--- src/rtl/rtcaf_map.svh ---
// Register offsets, field positions, reset values and timing counts
`ifndef RTCAF_MAP_SVH
`define RTCAF_MAP_SVH
`define RTCAF_OFS_FLAGS      8'h01
`define RTCAF_OFS_ALARM_MM   8'h09
`define RTCAF_OFS_ALARM_HH   8'h0A
`define RTCAF_OFS_ALARM_DATE 8'h0B
`define RTCAF_OFS_ALARM_DOW  8'h0C
`define RTCAF_OFS_CD_SETUP   8'h0E
`define RTCAF_OFS_CD_LOAD    8'h0F
`define RTCAF_BIT_COMPARE_OFF 7
`define RTCAF_BIT_TICK_FLAG   5
`define RTCAF_BIT_ALARM_FLAG  3
`define RTCAF_BIT_CD_FLAG     2
`define RTCAF_BIT_CD_RUN      7
`define RTCAF_BIT_PM          5
`define RTCAF_RST_ALARM      8'h80
`define RTCAF_RST_CD_SETUP   8'h03
`define RTCAF_RST_ZERO       8'h00
`define RTCAF_MIN_TICKS      6'h3C
`endif

--- src/rtl/rtcaf_pkg.sv ---
// Types shared by the alarm and timer flag block
package rtcaf_pkg;
   typedef enum logic [1:0] {
      RTCAF_SRC_4096HZ,
      RTCAF_SRC_64HZ,
      RTCAF_SRC_1HZ,
      RTCAF_SRC_60TH
   } rtcaf_src_e;
endpackage : rtcaf_pkg

--- src/rtl/rtcaf_flags.sv ---
// Alarm compare, countdown timer and periodic tick flags of the clock
// Notes on behaviour
// - Compare each enabled alarm field to time
// - Minute alarm: bit7 off, BCD minutes
// - Hour alarm: bit7 off, 12/24h layout
// - Date alarm: bit7 off, BCD date
// - Weekday alarm: bit7 off, weekday 0-6
// - Alarm flag sets on first match, sticky
// - Re-set only on next matching time advance
// - Disabled alarm fields are ignored
// - Flag register write ANDs flags
// - Tick flag bit5, alarm bit3, countdown bit2
// - Setup bit7 enables countdown timer
// - Bits 1:0 select countdown source clock
// - Load value n sets period n/f
// - Tick interrupt per second or minute
// - Tick flag set per selected counter increment
// - Tick pulse regardless of flag state
// - Minute-only tick flag clears after one second
// - Hour format follows hour-format select input
// - At count 1 set flag and reload
// - Load value zero stops the timer
`timescale 1ns/100ps
`include "rtcaf_map.svh"
module rtcaf_flags
   import rtcaf_pkg::*;
#(
   parameter int CNT_W = 8
) (
   input  wire logic             mclk,
   input  wire logic             reset_n,
   input  wire logic             clk_en,
   input  wire logic             reg_wr,
   input  wire logic             reg_rd,
   input  wire logic [7:0]       reg_addr,
   input  wire logic [7:0]       reg_wdata,
   output logic      [7:0]       reg_rdata,
   input  wire logic             tick_4096hz,
   input  wire logic             tick_64hz,
   input  wire logic             sec_inc,
   input  wire logic             min_inc,
   input  wire logic             time_upd,
   input  wire logic [6:0]       cur_mm,
   input  wire logic [5:0]       cur_hh,
   input  wire logic [5:0]       cur_date,
   input  wire logic [2:0]       cur_dow,
   input  wire logic             hour_12_mode,
   input  wire logic             sec_tick_irq_en,
   input  wire logic             slow_tick_irq_en,
   output logic                  alarm_flag,
   output logic                  periodic_tick_flag,
   output logic                  countdown_flag,
   output logic                  periodic_tick_pulse,
   output logic                  countdown_pulse,
   output logic [CNT_W-1:0]      countdown_value
);

   logic [7:0]       alarm_mm_reg;
   logic [7:0]       alarm_hh_reg;
   logic [7:0]       alarm_date_reg;
   logic [7:0]       alarm_dow_reg;
   logic [7:0]       countdown_setup_reg;
   logic [CNT_W-1:0] countdown_load_reg;
   logic [CNT_W-1:0] count_reg;
   logic [5:0]       min_div_reg;
   logic             match_d_reg;
   logic             auto_clr_pend_reg;
   logic             flag_wr;
   logic             match_mm;
   logic             match_hh;
   logic             match_date;
   logic             match_dow;
   logic             match_all;
   logic             alarm_set;
   logic             tick_set;
   logic             cd_src_tick;
   logic             cd_set;
   logic             countdown_run;
   rtcaf_src_e       countdown_clk_sel;
   logic             wr_en;
   logic             wr_mm;
   logic             wr_hh;
   logic             wr_date;
   logic             wr_dow;
   logic             wr_setup;
   logic             wr_load;
   logic             alarm_clr;
   logic             tick_clr;
   logic             cd_clr;
   logic [7:0]       flag_byte;
   logic [7:0]       rdata_next;

   assign flag_wr = reg_wr && (reg_addr == `RTCAF_OFS_FLAGS);
   assign countdown_run = countdown_setup_reg[`RTCAF_BIT_CD_RUN];
   assign countdown_clk_sel = rtcaf_src_e'(countdown_setup_reg[1:0]);

   // One decoded strobe per register; clk_en gates every write
   assign wr_en    = clk_en && reg_wr;
   assign wr_mm    = wr_en && (reg_addr == `RTCAF_OFS_ALARM_MM);
   assign wr_hh    = wr_en && (reg_addr == `RTCAF_OFS_ALARM_HH);
   assign wr_date  = wr_en && (reg_addr == `RTCAF_OFS_ALARM_DATE);
   assign wr_dow   = wr_en && (reg_addr == `RTCAF_OFS_ALARM_DOW);
   assign wr_setup = wr_en && (reg_addr == `RTCAF_OFS_CD_SETUP);
   assign wr_load  = wr_en && (reg_addr == `RTCAF_OFS_CD_LOAD);

   // A zero written to a flag bit clears it, a one leaves it alone
   assign alarm_clr = flag_wr && !reg_wdata[`RTCAF_BIT_ALARM_FLAG];
   assign tick_clr  = flag_wr && !reg_wdata[`RTCAF_BIT_TICK_FLAG];
   assign cd_clr    = flag_wr && !reg_wdata[`RTCAF_BIT_CD_FLAG];

   // Minute alarm keeps all eight bits: compare-off and BCD minutes
   always_ff @(posedge mclk) begin
      if (!reset_n) begin
         alarm_mm_reg <= `RTCAF_RST_ALARM;
      end else if (wr_mm) begin
         alarm_mm_reg <= reg_wdata;
      end
   end

   // Hour alarm stores unused bit 6 as zero; bit 5 is PM or a tens digit
   always_ff @(posedge mclk) begin
      if (!reset_n) begin
         alarm_hh_reg <= `RTCAF_RST_ALARM;
      end else if (wr_hh) begin
         alarm_hh_reg <= reg_wdata & 8'hBF;
      end
   end

   // Date alarm stores unused bit 6 as zero
   always_ff @(posedge mclk) begin
      if (!reset_n) begin
         alarm_date_reg <= `RTCAF_RST_ALARM;
      end else if (wr_date) begin
         alarm_date_reg <= reg_wdata & 8'hBF;
      end
   end

   // Weekday alarm keeps compare-off and the three weekday bits
   always_ff @(posedge mclk) begin
      if (!reset_n) begin
         alarm_dow_reg <= `RTCAF_RST_ALARM;
      end else if (wr_dow) begin
         alarm_dow_reg <= reg_wdata & 8'h87;
      end
   end

   // Countdown setup keeps the run bit and the source select only
   always_ff @(posedge mclk) begin
      if (!reset_n) begin
         countdown_setup_reg <= `RTCAF_RST_CD_SETUP;
      end else if (wr_setup) begin
         countdown_setup_reg <= reg_wdata & 8'h83;
      end
   end

   // Reload value n; zero parks the timer
   always_ff @(posedge mclk) begin
      if (!reset_n) begin
         countdown_load_reg <= '0;
      end else if (wr_load) begin
         countdown_load_reg <= reg_wdata[CNT_W-1:0];
      end
   end

   // Field compares; a disabled field counts as matching
   always_comb begin
      match_mm   = alarm_mm_reg[`RTCAF_BIT_COMPARE_OFF] ||
                   (alarm_mm_reg[6:0] == cur_mm);
      if (hour_12_mode) begin
         match_hh = alarm_hh_reg[4:0] == cur_hh[4:0] &&
                    alarm_hh_reg[`RTCAF_BIT_PM] == cur_hh[5];
      end else begin
         match_hh = alarm_hh_reg[5:0] == cur_hh;
      end
      match_hh   = match_hh || alarm_hh_reg[`RTCAF_BIT_COMPARE_OFF];
      match_date = alarm_date_reg[`RTCAF_BIT_COMPARE_OFF] ||
                   (alarm_date_reg[5:0] == cur_date);
      match_dow  = alarm_dow_reg[`RTCAF_BIT_COMPARE_OFF] ||
                   (alarm_dow_reg[2:0] == cur_dow);
      match_all  = match_mm && match_hh && match_date && match_dow;
   end

   // Rising edge on a time update only, so a cleared flag waits
   // for the time to advance into the alarm again
   assign alarm_set = time_upd && match_all && !match_d_reg;

   always_ff @(posedge mclk) begin
      if (!reset_n) begin
         match_d_reg <= 1'b1;
      end else if (clk_en && time_upd) begin
         match_d_reg <= match_all;
      end
   end

   // Second tick wins over minute tick; none when both off
   assign tick_set = sec_tick_irq_en ? sec_inc :
                     (slow_tick_irq_en && min_inc);

   // Minute divider feeds the one-sixtieth hertz source
   always_ff @(posedge mclk) begin
      if (!reset_n) begin
         min_div_reg <= '0;
      end else if (clk_en && sec_inc) begin
         min_div_reg <= (min_div_reg == `RTCAF_MIN_TICKS - 6'h01) ?
                        6'h00 : min_div_reg + 6'h01;
      end
   end

   always_comb begin
      case (countdown_clk_sel)
         RTCAF_SRC_4096HZ: cd_src_tick = tick_4096hz;
         RTCAF_SRC_64HZ:   cd_src_tick = tick_64hz;
         RTCAF_SRC_1HZ:    cd_src_tick = sec_inc;
         RTCAF_SRC_60TH:   cd_src_tick = sec_inc &&
            (min_div_reg == `RTCAF_MIN_TICKS - 6'h01);
         default:          cd_src_tick = 1'b0;
      endcase
   end

   // Countdown: n source ticks per period, zero holds it stopped
   assign cd_set = countdown_run && cd_src_tick &&
                   (countdown_load_reg != '0) &&
                   (count_reg <= CNT_W'(1));

   always_ff @(posedge mclk) begin
      if (!reset_n) begin
         count_reg <= '0;
      end else if (clk_en) begin
         if (reg_wr && reg_addr == `RTCAF_OFS_CD_LOAD) begin
            count_reg <= reg_wdata[CNT_W-1:0]; // Immediate effect
         end else if (countdown_load_reg == '0) begin
            count_reg <= '0;
         end else if (countdown_run && cd_src_tick) begin
            if (count_reg <= CNT_W'(1)) begin
               count_reg <= countdown_load_reg;
            end else begin
               count_reg <= count_reg - CNT_W'(1);
            end
         end
      end
   end

   // Alarm flag is sticky; a new match wins over a clear in one cycle
   always_ff @(posedge mclk) begin
      if (!reset_n) begin
         alarm_flag <= 1'b0;
      end else if (clk_en) begin
         if (alarm_set) begin
            alarm_flag <= 1'b1;
         end else if (alarm_clr) begin
            alarm_flag <= 1'b0;
         end
      end
   end

   // Countdown flag: a period end wins over a clear, so none is lost
   always_ff @(posedge mclk) begin
      if (!reset_n) begin
         countdown_flag <= 1'b0;
      end else if (clk_en) begin
         if (cd_set) begin
            countdown_flag <= 1'b1;
         end else if (cd_clr) begin
            countdown_flag <= 1'b0;
         end
      end
   end

   // Tick flag; in minute-only mode it drops one second after it
   // was set, and a software clear does the same at once
   always_ff @(posedge mclk) begin
      if (!reset_n) begin
         periodic_tick_flag <= 1'b0;
      end else if (clk_en) begin
         if (tick_set) begin
            periodic_tick_flag <= 1'b1;
         end else if ((auto_clr_pend_reg && sec_inc) || tick_clr) begin
            periodic_tick_flag <= 1'b0;
         end
      end
   end

   // Pending auto clear, armed only when the minute tick set the flag
   always_ff @(posedge mclk) begin
      if (!reset_n) begin
         auto_clr_pend_reg <= 1'b0;
      end else if (clk_en) begin
         if (tick_set) begin
            auto_clr_pend_reg <= !sec_tick_irq_en;
         end else if (sec_inc || tick_clr) begin
            auto_clr_pend_reg <= 1'b0;
         end
      end
   end

   // Tick pulse follows every tick event, whatever the flag holds
   always_ff @(posedge mclk) begin
      if (!reset_n) begin
         periodic_tick_pulse <= 1'b0;
      end else if (clk_en) begin
         periodic_tick_pulse <= tick_set;
      end
   end

   // Countdown pulse marks each period end
   always_ff @(posedge mclk) begin
      if (!reset_n) begin
         countdown_pulse <= 1'b0;
      end else if (clk_en) begin
         countdown_pulse <= cd_set;
      end
   end

   // Flag byte as the host sees it; unused positions read zero
   always_comb begin
      flag_byte = `RTCAF_RST_ZERO;
      flag_byte[`RTCAF_BIT_TICK_FLAG]  = periodic_tick_flag;
      flag_byte[`RTCAF_BIT_ALARM_FLAG] = alarm_flag;
      flag_byte[`RTCAF_BIT_CD_FLAG]    = countdown_flag;
   end

   // Read select; the timer byte is the live count, not n
   always_comb begin
      case (reg_addr)
         `RTCAF_OFS_FLAGS:      rdata_next = flag_byte;
         `RTCAF_OFS_ALARM_MM:   rdata_next = alarm_mm_reg;
         `RTCAF_OFS_ALARM_HH:   rdata_next = alarm_hh_reg;
         `RTCAF_OFS_ALARM_DATE: rdata_next = alarm_date_reg;
         `RTCAF_OFS_ALARM_DOW:  rdata_next = alarm_dow_reg;
         `RTCAF_OFS_CD_SETUP:   rdata_next = countdown_setup_reg;
         `RTCAF_OFS_CD_LOAD:    rdata_next = 8'(count_reg);
         default:               rdata_next = `RTCAF_RST_ZERO;
      endcase
   end

   // Read data is registered and holds until the next read
   always_ff @(posedge mclk) begin
      if (!reset_n) begin
         reg_rdata <= `RTCAF_RST_ZERO;
      end else if (clk_en && reg_rd) begin
         reg_rdata <= rdata_next;
      end
   end

   assign countdown_value = count_reg;

endmodule : rtcaf_flags

--- config.mk ---
export PLATFORM = sky130hd
export DESIGN_NAME = rtcaf_flags
export DESIGN_NICKNAME = d
export VERILOG_FILES = /design/src/rtl/rtcaf_pkg.sv /design/src/rtl/rtcaf_flags.sv
export VERILOG_INCLUDE_DIRS = /design/src /design/src/rtl
export SDC_FILE = /design/constraint.sdc
export NUM_CORES = 1
export LEC_CHECK = 0
export BUFFER_PORTS_ARGS = -buffer_cell sky130_fd_sc_hd__buf_2
export CORE_MARGIN = 4
export CORE_UTILIZATION = 45
export DETAILED_ROUTE_END_ITERATION = 10
export PLACE_DENSITY = 0.7
export SYNTH_ARGS = -nofsm -noshare
export SYNTH_HDL_FRONTEND = slang
export SYNTH_SLANG_ARGS = --single-unit
--- constraint.sdc ---
create_clock -name mclk -period 1.94 [get_ports mclk]
set_input_delay 0.097 -clock mclk [delete_from_list [all_inputs] [get_ports mclk]]
set_output_delay 0.097 -clock mclk [all_outputs]
set_load 0.01 [all_outputs]
# Yosys cells after proc, flatten, opt, wreduce, memory -nomap -nowiden

Cells that the tools add are included.

Add/sub/neg operators: 2
Order comparisons: 1
Equal/unequal tests: 17
Multiplexer cells: 17
Reductions and logical operators: 51

Operators with widths:

| cell                                                           | number |
|---|---|
| one-hot mux 8 bit (7 select lines)                             | 1 |
| equality test 8 x 4 -> 1 bit, second input constant            | 6 |
| 2-to-1 mux 8 bit                                               | 4 |
| logical AND 1 bit                                              | 27 |
| equality test 6 bit                                            | 2 |
| 2-to-1 mux 1 bit                                               | 10 |
| AND reduction 2 bit                                            | 5 |
| equality test 8 x 1 -> 1 bit, second input constant            | 1 |
| less-or-equal comparator 8 x 1 -> 1 bit, second input constant | 1 |
| logical NOT 8 bit                                              | 1 |
| nonzero test 2 bit                                             | 4 |
| nonzero test 8 bit                                             | 1 |
| subtractor 8 x 1 -> 8 bit, second input constant               | 1 |
| equality test 7 bit                                            | 1 |
| adder 6 x 1 -> 6 bit, second input constant                    | 1 |
| equality test 6 bit, second input constant                     | 1 |
| logical OR 1 bit                                               | 6 |
| 2-to-1 mux 6 bit                                               | 1 |
| equality test 5 bit                                            | 1 |
| logical NOT 1 bit                                              | 5 |
| equality test 2 bit, second input constant                     | 2 |
| one-hot mux 1 bit (4 select lines)                             | 1 |
| equality test 3 bit                                            | 1 |
| nonzero test 3 bit                                             | 1 |
| other kinds (3)                                                | 3 |

Bits in registers: 66
Bits of input ports: 51
Output and inout bits: 21

# Logic depth before layout (Yosys ltp)

Gate-level depths: netlist of run 1.

Word-level depth: 11
Depth in mapped cells: 8

# Worst setup path before layout of run 1

No wires, ideal clock.

Path kind: flip-flop to flip-flop
From: reg count_reg[2] (netlist: countdown_value[2])
To: reg count_reg[3] (netlist: countdown_value[3])
Setup time: 79 ps
Data arrival time: 2001 ps
Required time: 1861 ps
Setup slack: -140 ps
Stages on the path, launching flop included: 8
Path buffers: 2
Clock period less this slack: 2080 ps
Path through: dfxtp_1 or4_1 buf_2 or3_1 buf_6 a31o_1 a2bb2oi_1 a211oi_2

Cells in the longest elaborated chain, start to end: 5
Elaborated cells on any way between the ends: 6
Those cells by class: 1 x add/sub; 1 x order compare; 4 x mux

Ends and longest elaborated chain:

| item                                                                                        | line                                   | source |
|---|---|---|
| from (decl)                                                                                 | rtcaf_flags.sv:64                      | `logic [CNT_W-1:0] count_reg;` |
| from (signal assigned)                                                                      | rtcaf_flags.sv:230                     | `count_reg <= reg_wdata[CNT_W-1:0];` |
| from (signal assigned)                                                                      | rtcaf_flags.sv:235                     | `count_reg <= countdown_load_reg;` |
| from (signal assigned)                                                                      | rtcaf_flags.sv:237                     | `count_reg <= count_reg - CNT_W'(1);` |
| subtractor 8 x 1 -> 8 bit / less-or-equal comparator 8 x 1 -> 1 bit (equally long branches) | rtcaf_flags.sv:237, rtcaf_flags.sv:234 |  |
| 2-to-1 mux 8 bit (*)                                                                        | rtcaf_flags.sv:234                     | `if (count_reg <= CNT_W'(1)) begin` |
| 2-to-1 mux 8 bit (*)                                                                        | rtcaf_flags.sv:233                     | `end else if (countdown_run && cd_src_tick) begin` |
| 2-to-1 mux 8 bit (*)                                                                        | rtcaf_flags.sv:231                     | `end else if (countdown_load_reg == '0) begin` |
| 2-to-1 mux 8 bit (*)                                                                        | rtcaf_flags.sv:229                     | `` if (reg_wr && reg_addr == `RTCAF_OFS_CD_LOAD) begin `` |

Mark *: on every way between the ends. The rest lies on a longest branch, timed or not. The select of a mux whose other input is x is not followed.
A chain may end at the register's enable or synchronous reset.

# Worst setup path after layout of run 1

From: reg count_reg[3] (netlist: countdown_value[3])
To: reg count_reg[7] (netlist: countdown_value[7])

Same word-level chain as after synthesis.

==> summary.log, run 1 <==
INFO  sta            slew_headroom=0.6583
INFO  synthesis      postSynthCellCount=430
INFO  die            ioPinCount=72
INFO  setup_path     timing.critical_path.to_type=flop
INFO  layout         post_layout_nonfiller_instances=620
INFO  clocking       clkTransAtPathRegs=70ps
INFO  layout         area_taken_by_multi_input_logic_gates=0.002066sqmm
INFO  routing        vias=3557
INFO  clocking       clock_latency=340ps
INFO  synthesis      synth_edf_count=0
INFO  clocking       cts.root.buffer_cell=clkbuf_8
INFO  sta            period_minus_slack=1893ps
INFO  sta            clock-skew-final=5.895ps
INFO  synthesis      synth.ff_latch_count=66
INFO  die            die-area=0.009233sqmm
INFO  clocking       cts.path.max_buffers=2
INFO  synthesis      post_synth_instance_area=0.003492sqmm
INFO  grt            grt_util_all_layers=0.2377
INFO  layout         final.fill_count=719
INFO  grt            grt_pass1_vias=3241
INFO  die            floorplan.core_area=0.007408sqmm
INFO  pwr            power.sequential.fraction=0.484
INFO  placement      place_hpwl=7.924mm
INFO  setup_path     worstSetupPathType=flop to flop
INFO  sta            post-route-period-util=0.9756
INFO  clocking       tritoncts=built
INFO  die            die_x=96.09microns
INFO  synthesis      synth-async-reset-ratio=0
INFO  layout         final_common_cell=nand2_1
INFO  pwr            p_per_area=659.9mW/mm^2
INFO  sta            finalMaxSlewViolations=0
INFO  synthesis      synth.yosys.warnings=0
INFO  setup_path     cp_data_arrival_time=2140ps
INFO  pwr            clk_pwr_share=0.378
INFO  layout         most-common-layout-cells=72 x nand2_1, 70 x buf_2, 64 x dfxtp_1
INFO  synthesis      synth.yosys.seq_area_share=0.3784
INFO  synthesis      avgSynthCellArea=8.121squm
INFO  clocking       post_cts_hold_buffer_count=0
INFO  setup_path     flop_to_flop_setup_slack=50ps
INFO  sta            final-setup-viol-count=0
INFO  worst_hold_path holdPathStages=3
INFO  routing        detail_route.wirelength=10.67mm
INFO  pwr            vdd.ir_drop.worst=0.3176mV
INFO  layout         final_layout_size_suffix_gt1_frac=0.2553
INFO  pwr            static-leakage-power=1.742nW
INFO  worst_hold_path hold_start=sec_tick_irq_en
INFO  grt            grt_overflow_total=0
INFO  sta            final_hold_viol_count=0
INFO  placement      routabilityCongestion=0.9174
INFO  die            initial_utilization=0.4714
INFO  layout         seqCellArea=0.001329sqmm
INFO  setup_path     startpoint_class=flop
INFO  pwr            total_switching_power=0.7510mW
INFO  placement      placedCellCount=604
INFO  routing        initialDrtViolationCount=236
INFO  setup_path     data_required_time_of_the_worst_path=2190ps
INFO  routing        ant_nets=0
INFO  setup_path     critical_path_peak_fanout=5
INFO  clocking       tritoncts.num_buffers=9
INFO  grt            antenna_found_initial=0
INFO  layout         antenna-diode-count=0
INFO  placement      numPortBuffers=70
INFO  pwr            power.switching_fraction=0.2630
INFO  worst_hold_path hold_path_class=input pin to flop
INFO  routing        route.detailed.vias_per_inst=5.737
INFO  layout         final_nets=570
INFO  setup_path     crit-reg2reg-launch=countdown_value[3]$_SDFFE_PN0P_
INFO  die            placementRows=31
INFO  synthesis      ys_types=59
INFO  routing        drc=0
INFO  clocking       tritoncts_num_sinks=66
INFO  grt            largest_net_degree_at_the_start_of_global_routing=34
INFO  worst_hold_path worstHoldEndpoint=auto_clr_pend_reg$_SDFFE_PN0P_
INFO  clocking       htree_num_levels=3
INFO  synthesis      synth-main-ff-cell=dfxtp_1
INFO  synthesis      postSynthNetCount=484
INFO  setup_path     r2r-end=countdown_value[7]$_SDFFE_PN0P_
INFO  die            die_y_extent=96.09microns
INFO  routing        drt_first_pass_iters=5
INFO  pwr            total_power=2.855mW
INFO  pwr            p_int=2.104mW
INFO  pwr            share_comb_of_total_power=0.138
INFO  routing        average_wire_per_cell_in_the_routed_design=17.21microns
INFO  sta            fmax=528.3MHz
INFO  setup_path     r2r_cells=6
INFO  status         status=finished, final reports clean
INFO  run            maxCapViolations=0
INFO  grt            grt_pass1_wl=16.77mm
INFO  layout         syn2layout_area_growth=23.90%
INFO  sta            max_slew.worst_pin.slew=506.1ps
[cell usage after synthesis, drive strengths merged, types with 2 or more instances]
library cell  instances  area (sq um)
nand2                72         270.3
dfxtp                66          1321
a21oi                42         210.2
nand3                28         140.1
clkbuf               20         75.07
nor2                 20         75.07
xor2                 20         175.2
mux2i                16         160.2
o21ai                16         80.08
xnor2                 9         78.83
nor4                  8         50.05
buf                   7         37.53
nand4                 7         43.79
o211ai                7         52.55
a22oi                 6         45.04
inv                   6         22.52
nor3                  5         30.03
a31oi                 4         25.02
mux2                  4         45.04
nor2b                 4         25.02
nor3b                 4         30.03
or3                   4         25.02
or4                   4         31.28
a211oi                3         27.52
a22o                  3         26.28
ha                    3         37.54
nand2b                3         18.77
o2111ai               3         26.28
o211a                 3         30.03
o31ai                 3         22.52
a2bb2oi               2         17.52
a311oi                2         17.52
and2                  2         12.51
and3                  2         12.51
and4                  2         17.52
o21bai                2         15.01
o221a                 2         22.52
[worst max path at each step]
| stage | end | slack (ps) | start |
|---|---|---|---|
| after global placement | countdown_value[5]$_SDFFE_PN0P_ | 40 | countdown_value[3]$_SDFFE_PN0P_ |
| after detailed placement | countdown_value[7]$_SDFFE_PN0P_ | -40 | countdown_value[3]$_SDFFE_PN0P_ |
| after floorplan | countdown_value[5]$_SDFFE_PN0P_ | -40 | countdown_value[3]$_SDFFE_PN0P_ |
| after CTS | countdown_value[0]$_SDFFE_PN0P_ | 2 | countdown_value[3]$_SDFFE_PN0P_ |
| final | countdown_value[7]$_SDFFE_PN0P_ | 50 | countdown_value[3]$_SDFFE_PN0P_ |
| after global routing | countdown_value[7]$_SDFFE_PN0P_ | -10 | countdown_value[0]$_SDFFE_PN0P_ |
[logic make-up after synthesis]
logic type	after synthesis	synth area share
muxes	20	0.05876
AOI/OAI and AO/OA	111	0.2092
buffers and inverters	33	0.03869
xor gates and xnor gates	29	0.07274
DFF	66	0.3784
and+or+nand+nor	168	0.2315
adders and majority gates	3	0.01075
[repair_timing]
action	CTS	global route
cloned	0	0
hold endpoints to repair	0	0
setup buffers	0	0
setup endpoints to repair	3	3
pin swaps	1	1
resized for setup	2	4
[metal layers]
layer / wire length, microns / up-vias / GRT usage
li1: - / 1739 / -
met1: 5058 / 1683 / 0.3349
met2: 4816 / 124 / 0.3692
met3: 702 / 11 / 0.04769
met4: 92 / 0 / 0.06280
met5: 0 / - / 0
[power groups by stage]
stage                     Combinational [mW]  Sequential, mW  Clock (mW)
after global placement                 0.371            1.41           0
final                                  0.393            1.38        1.08
after floorplan                        0.199            1.42           0
after detailed placement               0.376            1.41           0
after CTS                              0.381            1.38        1.09
after global routing                   0.425            1.38        1.16
[stage by stage]
| stage | setup TNS, ps | util | hold WS [ps] | instance area [sq um] | worst slack (ps) |
|---|---|---|---|---|---|
| 3_3_place_gp | 0 | 0.5553 | 399.4 | 4114 | 38.56 |
| 3_5_place_dp | -35.56 | 0.5553 | 405.0 | 4114 | -35.56 |
| 5_1_grt | -21.69 | 0.5840 | 51.46 | 4327 | -13.91 |
| 2_1_floorplan | -88.97 | - | 221.2 | 3500 | -43.43 |
| 4_1_cts | 0 | 0.5810 | 46.95 | 4304 | 1.848 |
| 6_report | 0 | 0.5840 | 50.60 | 4327 | 47.25 |
[critical path, cell delays in order, from the launching register on]
cell and delay (ps):
dfxtp_4 340, or4_1 550, buf_4 190, nor2_4 100, a21oi_1 80, a311o_1 340, a311oi_2 210
[area by class of cell]
| class | count | share of cell area |
|---|---|---|
| Tap cell | 99 | 0.02863 |
| Timing Repair Buffer | 102 | 0.1394 |
| Clock inverter | 2 | 0.002313 |
| Clock buffer | 14 | 0.03991 |
| Multi-Input combinational cell | 331 | 0.4774 |
| Inverter | 6 | 0.005205 |
| Sequential cell | 66 | 0.3071 |
Power figures use the tool's default switching activity.
==> inputs of run 2 (changes only) <==
--- a/config.mk
+++ b/config.mk
@@ -7,6 +7,7 @@
 export NUM_CORES = 1
 export LEC_CHECK = 0
 export BUFFER_PORTS_ARGS = -buffer_cell sky130_fd_sc_hd__buf_2
+export CORE_ASPECT_RATIO = 1.2
 export CORE_MARGIN = 4
 export CORE_UTILIZATION = 45
 export DETAILED_ROUTE_END_ITERATION = 10
==> run 2 against run 1 <==
Clock skew barely moved. Wire length fell by 1.5%. Utilization fell by 0.71 points. Design area fell by 1.3%. Non-clock buffer count fell by 5. Largest power group unchanged. Worst hold slack got worse by 30 ps. Global-route usage fell by 0.14 points. Combinational power fell by 2%. Fmax rose by 0.90%. Register-to-register slack improved by 20 ps. Clock-buffer cell count did not move. Sequential share of layout area rose by 0.40 points.
==> summary.log, run 2 (synthesis gave the netlist of run 1 again) <==
INFO  clocking       cts.root.buffer_cell=clkbuf_8
INFO  routing        average_wire_per_cell_in_the_routed_design=17.34microns
INFO  layout         final_layout_size_suffix_gt1_frac=0.2519
INFO  sta            final-setup-viol-count=0
INFO  pwr            static-leakage-power=1.716nW
INFO  sta            max_slew.worst_pin.slew=538.3ps
INFO  clocking       tritoncts_num_sinks=66
INFO  setup_path     cp_data_arrival_time=2130ps
INFO  setup_path     worstSetupPathType=flop to flop
INFO  placement      numPortBuffers=70
INFO  setup_path     crit_path_start=countdown_value[3]$_SDFFE_PN0P_
INFO  layout         post_layout_nonfiller_instances=606
INFO  layout         final_nets=565
INFO  routing        drc=0
INFO  routing        ant_nets=0
INFO  pwr            total_power=2.853mW
INFO  grt            antenna_found_initial=0
INFO  clocking       cts.path.max_buffers=2
INFO  grt            grt_pass1_wl=17.04mm
INFO  run            maxCapViolations=0
INFO  clocking       tritoncts.num_buffers=9
INFO  die            ioPinCount=72
INFO  grt            grt_pass1_vias=3393
INFO  sta            finalSetupTns=0ps
INFO  layout         antenna-diode-count=0
INFO  pwr            p_per_area=668.1mW/mm^2
INFO  worst_hold_path hold_start=reset_n
INFO  layout         syn2layout_area_growth=22.29%
INFO  setup_path     startpoint_class=flop
INFO  setup_path     timing.critical_path.to_type=flop
INFO  setup_path     crit-reg2reg-launch=countdown_value[3]$_SDFFE_PN0P_
INFO  grt            largest_net_degree_at_the_start_of_global_routing=43
INFO  sta            clock-skew-final=5.867ps
INFO  placement      place_hpwl=7.831mm
INFO  routing        initialDrtViolationCount=235
INFO  sta            timing.hold.ws=20.17ps
INFO  sta            finalMaxSlewViolations=0
INFO  clocking       post-cts-setup-buffer-count=0
INFO  sta            final_hold_viol_count=0
INFO  placement      placedCellCount=590
INFO  routing        detail_route.wirelength=10.51mm
INFO  sta            slew_headroom=0.6373
INFO  clocking       tritoncts=built
INFO  clocking       clkTransAtPathRegs=70ps
INFO  worst_hold_path hold_path_class=input pin to flop
INFO  placement      routabilityCongestion=0.9051
INFO  grt            grt_overflow_total=0
INFO  die            placementRows=34
INFO  pwr            vdd.ir_drop.worst=0.3947mV
INFO  routing        vias=3504
INFO  die            die-area=0.009239sqmm
INFO  sta            fmax=533.1MHz
INFO  die            die_y_extent=104.5microns
INFO  die            initial_utilization=0.4718
INFO  setup_path     data_required_time_of_the_worst_path=2200ps
INFO  clocking       htree_num_levels=3
INFO  layout         final_common_cell=nand2_1
INFO  die            die_x=88.42microns
INFO  sta            post-route-period-util=0.9669
INFO  die            floorplan.core_area=0.007402sqmm
INFO  clocking       clock_latency=350ps
INFO  clocking       post_cts_hold_buffer_count=0
INFO  sta            period_minus_slack=1876ps
INFO  status         status=finished, final reports clean
INFO  grt            grt_util_all_layers=0.2363
INFO  layout         most-common-layout-cells=72 x nand2_1, 70 x buf_2, 64 x dfxtp_1
INFO  routing        route.detailed.vias_per_inst=5.782
INFO  setup_path     critical_path_peak_fanout=5
INFO  routing        drt_first_pass_iters=5
## run 2: changes by cell type in the layout (fill, tap and decap cells not counted), sizes merged
cell / previous run / this run
buf: 102 / 97
## run 2: area by class of cell
cell class / count / area, sq um
Clock buffer: 14 / 172.7
Clock inverter: 2 / 10.01
Fill cell: 718 / 3132
Inverter: 6 / 22.52
Multi-Input combinational cell: 331 / 2071
Sequential cell: 66 / 1329
Tap cell: 90 / 112.6
Timing Repair Buffer: 97 / 553.0
## run 2: what timing repair did
| action | CTS | global route |
|---|---|---|
| pin swaps | 1 | 2 |
| resized for setup | 4 | 3 |
| endpoints found under the setup margin | 4 | 7 |
## run 2: final timing paths
kind	to	slack (ps)	cells after the start
worst max-delay path	countdown_value[7]$_SDFFE_PN0P_	60	6
worst min-delay path	reg_rdata[6]$_SDFFE_PN0P_	20	3
worst max register to register	countdown_value[7]$_SDFFE_PN0P_	60	6
worst min register to register	reg_rdata[7]$_SDFFE_PN0P_	460	2
## run 2: routing by layer
metal,vias to the layer above,GRT usage,share of wire
li1,1720,-,-
met1,1630,0.3240,0.44
met2,133,0.3668,0.47
met3,21,0.04992,0.070
met4,0,0.07775,0.024
met5,-,0,0
## run 2: through the flow
stage,area [sq um],setup slack (ps),util
floorplan,3500,-43.43,-
global placement,4053,40.30,0.5475
CTS,4254,47.03,0.5747
global route,4270,-9.423,0.5769
detailed placement,4053,-55.91,0.5475
finish,4270,64.17,0.5769
## run 2: worst max-delay path, stage by stage (launching register included)
cell and delay, ps:
dfxtp_4 340, or4_4 530, buf_4 170, nor2_2 110, a21oi_1 80, a311o_1 340, a311oi_2 210
## run 2: power by group
part,switching (mW),leakage (nW),internal (mW)
Combinational,0.219,1.08,0.166
Clock,0.520,0.0965,0.566
Sequential,0.0130,0.535,1.37
==> inputs of run 3 (changes only) <==
--- a/config.mk
+++ b/config.mk
@@ -11,7 +11,7 @@
 export CORE_MARGIN = 4
 export CORE_UTILIZATION = 45
 export DETAILED_ROUTE_END_ITERATION = 10
-export PLACE_DENSITY = 0.7
+export PLACE_DENSITY = 0.68
 export SYNTH_ARGS = -nofsm -noshare
 export SYNTH_HDL_FRONTEND = slang
 export SYNTH_SLANG_ARGS = --single-unit
==> constraint.sdc (replaced) <==
create_clock -name mclk -period 1.8 [get_ports mclk]
set_input_delay 0.09 -clock mclk [delete_from_list [all_inputs] [get_ports mclk]]
set_output_delay 0.09 -clock mclk [all_outputs]
set_load 0.01 [all_outputs]
==> run 3 against run 2 <==
The flow now finishes with violations (setup timing). Fmax shrank 0.23%. First-iteration DRC count is 4.3% higher. Utilization is 1.9 points higher. Design area grew 3.3%. Register-to-register slack worse by 140 ps. Non-clock buffer count rose by 18. Critical path depth down 1. Clock skew about the same. Setup slack worse by 140 ps. Combinational power up 17%. Flip-flop and latch count did not move. Via count grew 4.0%. Critical path type unchanged.
==> summary.log, run 3 (synthesis gave the netlist of run 1 again) <==
INFO  status         status=finished, violations left
INFO  status         failed_checks=setup timing
INFO  grt            grt_pass1_vias=3419
INFO  layout         syn2layout_area_growth=26.37%
INFO  sta            finalMaxSlewViolations=0
INFO  die            initial_utilization=0.4718
INFO  layout         final_layout_size_suffix_gt1_frac=0.2846
INFO  sta            grt_setup_unrepaired=true
INFO  grt            grt_pass1_wl=16.94mm
INFO  routing        drc=0
INFO  clocking       post_cts_hold_buffer_count=0
INFO  placement      routabilityCongestion=0.9709
INFO  routing        detail_route.wirelength=10.69mm
INFO  placement      numPortBuffers=70
INFO  clocking       tritoncts_num_sinks=66
INFO  clocking       cts.path.max_buffers=2
INFO  routing        average_wire_per_cell_in_the_routed_design=17.13microns
INFO  worst_hold_path hold_path_class=input pin to flop
INFO  placement      place_hpwl=8.003mm
INFO  die            ioPinCount=72
INFO  clocking       tritoncts.num_buffers=9
INFO  sta            post-route-period-util=1.045
INFO  routing        ant_nets=0
INFO  clocking       clkTransAtPathRegs=70ps
INFO  pwr            total_power=3.050mW
INFO  clocking       clock_latency=350ps
INFO  setup_path     cpMaxStageDelayCell=or4_4
INFO  pwr            vdd.ir_drop.worst=0.3989mV
INFO  setup_path     cp_cell_sequence=or4_4, or3_4, o211ai_1, a21oi_1, o221a_2
INFO  layout         post_layout_nonfiller_instances=624
INFO  pwr            static-leakage-power=1.806nW
INFO  layout         final_nets=583
INFO  setup_path     worstSetupPathType=flop to flop
INFO  sta            final_hold_viol_count=0
INFO  setup_path     critical_path_peak_fanout=6
INFO  grt            largest_net_degree_at_the_start_of_global_routing=39
INFO  sta            slew_headroom=0.6488
INFO  layout         antenna-diode-count=0
INFO  pwr            p_per_area=691.1mW/mm^2
INFO  grt            grt_overflow_total=0
INFO  sta            fmax=531.9MHz
INFO  routing        route.detailed.vias_per_inst=5.841
INFO  die            die-area=0.009239sqmm
INFO  routing        initialDrtViolationCount=245
INFO  setup_path     flop_to_flop_setup_slack=-80ps
INFO  die            floorplan.core_area=0.007402sqmm
INFO  placement      placedCellCount=608
INFO  setup_path     cp_data_arrival_time=2120ps
INFO  clocking       tritoncts=built
INFO  die            placementRows=34
INFO  layout         most-common-layout-cells=72 x nand2_1, 70 x buf_2, 62 x dfxtp_1
INFO  setup_path     stage_delay_of_the_slowest_cell_on_the_critical_path=540ps
INFO  sta            postLayoutSetupSlackWorst=-80.20ps
INFO  setup_path     timing.critical_path.to_type=flop
INFO  sta            final-setup-viol-count=7
INFO  grt            grt_util_all_layers=0.2339
INFO  sta            period_minus_slack=1880ps
INFO  clocking       cts.root.buffer_cell=clkbuf_8
INFO  setup_path     data_required_time_of_the_worst_path=2040ps
INFO  die            die_x=88.42microns
INFO  layout         final_common_cell=nand2_1
INFO  clocking       htree_num_levels=3
INFO  grt            antenna_found_initial=0
INFO  die            die_y_extent=104.5microns
INFO  setup_path     startpoint_class=flop
INFO  sta            max_slew.worst_pin.slew=521.3ps
INFO  sta            clock-skew-final=5.558ps
INFO  routing        vias=3645
INFO  routing        drt_first_pass_iters=5
INFO  run            maxCapViolations=0
## run 3: cell types whose count changed in the layout (fill, tap and decap cells not counted), moves of 2 or more
cell and change:
clkbuf_8 -2, buf_4 +17, dfxtp_2 +2, dfxtp_1 -2
## run 3: timing repair
item,CTS,global route
pin swaps,3,4
setup buffers,0,0
endpoints found under the setup margin,10,9
resized for setup,5,4
## run 3: where the power goes
group / internal (mW) / switching [mW]
sequential: 1.48 / 0.0150
clock: 0.531 / 0.578
combinational: 0.203 / 0.247
## run 3: metrics by stage
step	utilization	hold WS, ps	TNS [ps]	area (sq um)	setup WS [ps]
after floorplan	-	214.2	-825.6	3501	-183.4
after global placement	0.5676	391.4	-741.1	4202	-138.5
after detailed placement	0.5676	402.1	-1043	4202	-166.0
after CTS	0.5936	33.09	-249.3	4394	-58.15
after global routing	0.5962	47.38	-706.3	4413	-120.2
final	0.5962	40.89	-297.8	4413	-80.20
## run 3: path summary, 6_finish.rpt
| kind | startpoint | end | cells after the start |
|---|---|---|---|
| max | countdown_value[3]$_SDFFE_PN0P_ | countdown_value[5]$_SDFFE_PN0P_ | 5 |
| min | reg_wdata[6] | alarm_mm_reg[6]$_SDFFE_PN0P_ | 3 |
| max reg2reg | countdown_value[3]$_SDFFE_PN0P_ | countdown_value[5]$_SDFFE_PN0P_ | 5 |
| min reg2reg | reg_rdata[7]$_SDFFE_PN0P_ | reg_rdata[7]$_SDFFE_PN0P_ | 2 |
## run 3: layer usage
layer / GRT usage / wire [microns] / vias up
li1: - / - / 1761
met4: 0.08963 / 295 / 0
met2: 0.3599 / 5018 / 133
met1: 0.3207 / 4662 / 1733
met5: 0 / 0 / -
met3: 0.04437 / 713 / 18
## run 3: layout make-up
class / count / area [sq um]
sequential: 66 / 1331
multi-input combinational: 331 / 2076
inverter: 6 / 22.52
timing repair buffer: 115 / 700.7
fill: 718 / 2989
clock buffer: 11 / 141.4
tap: 90 / 112.6
clock inverter: 5 / 28.78
## run 3: worst max-delay path, delay by kind of cell (launching register included)
| family | cells | cell delay [ps] |
|---|---|---|
| flops | 1 | 340 |
| compound gates | 3 | 490 |
| simple gates | 2 | 940 |
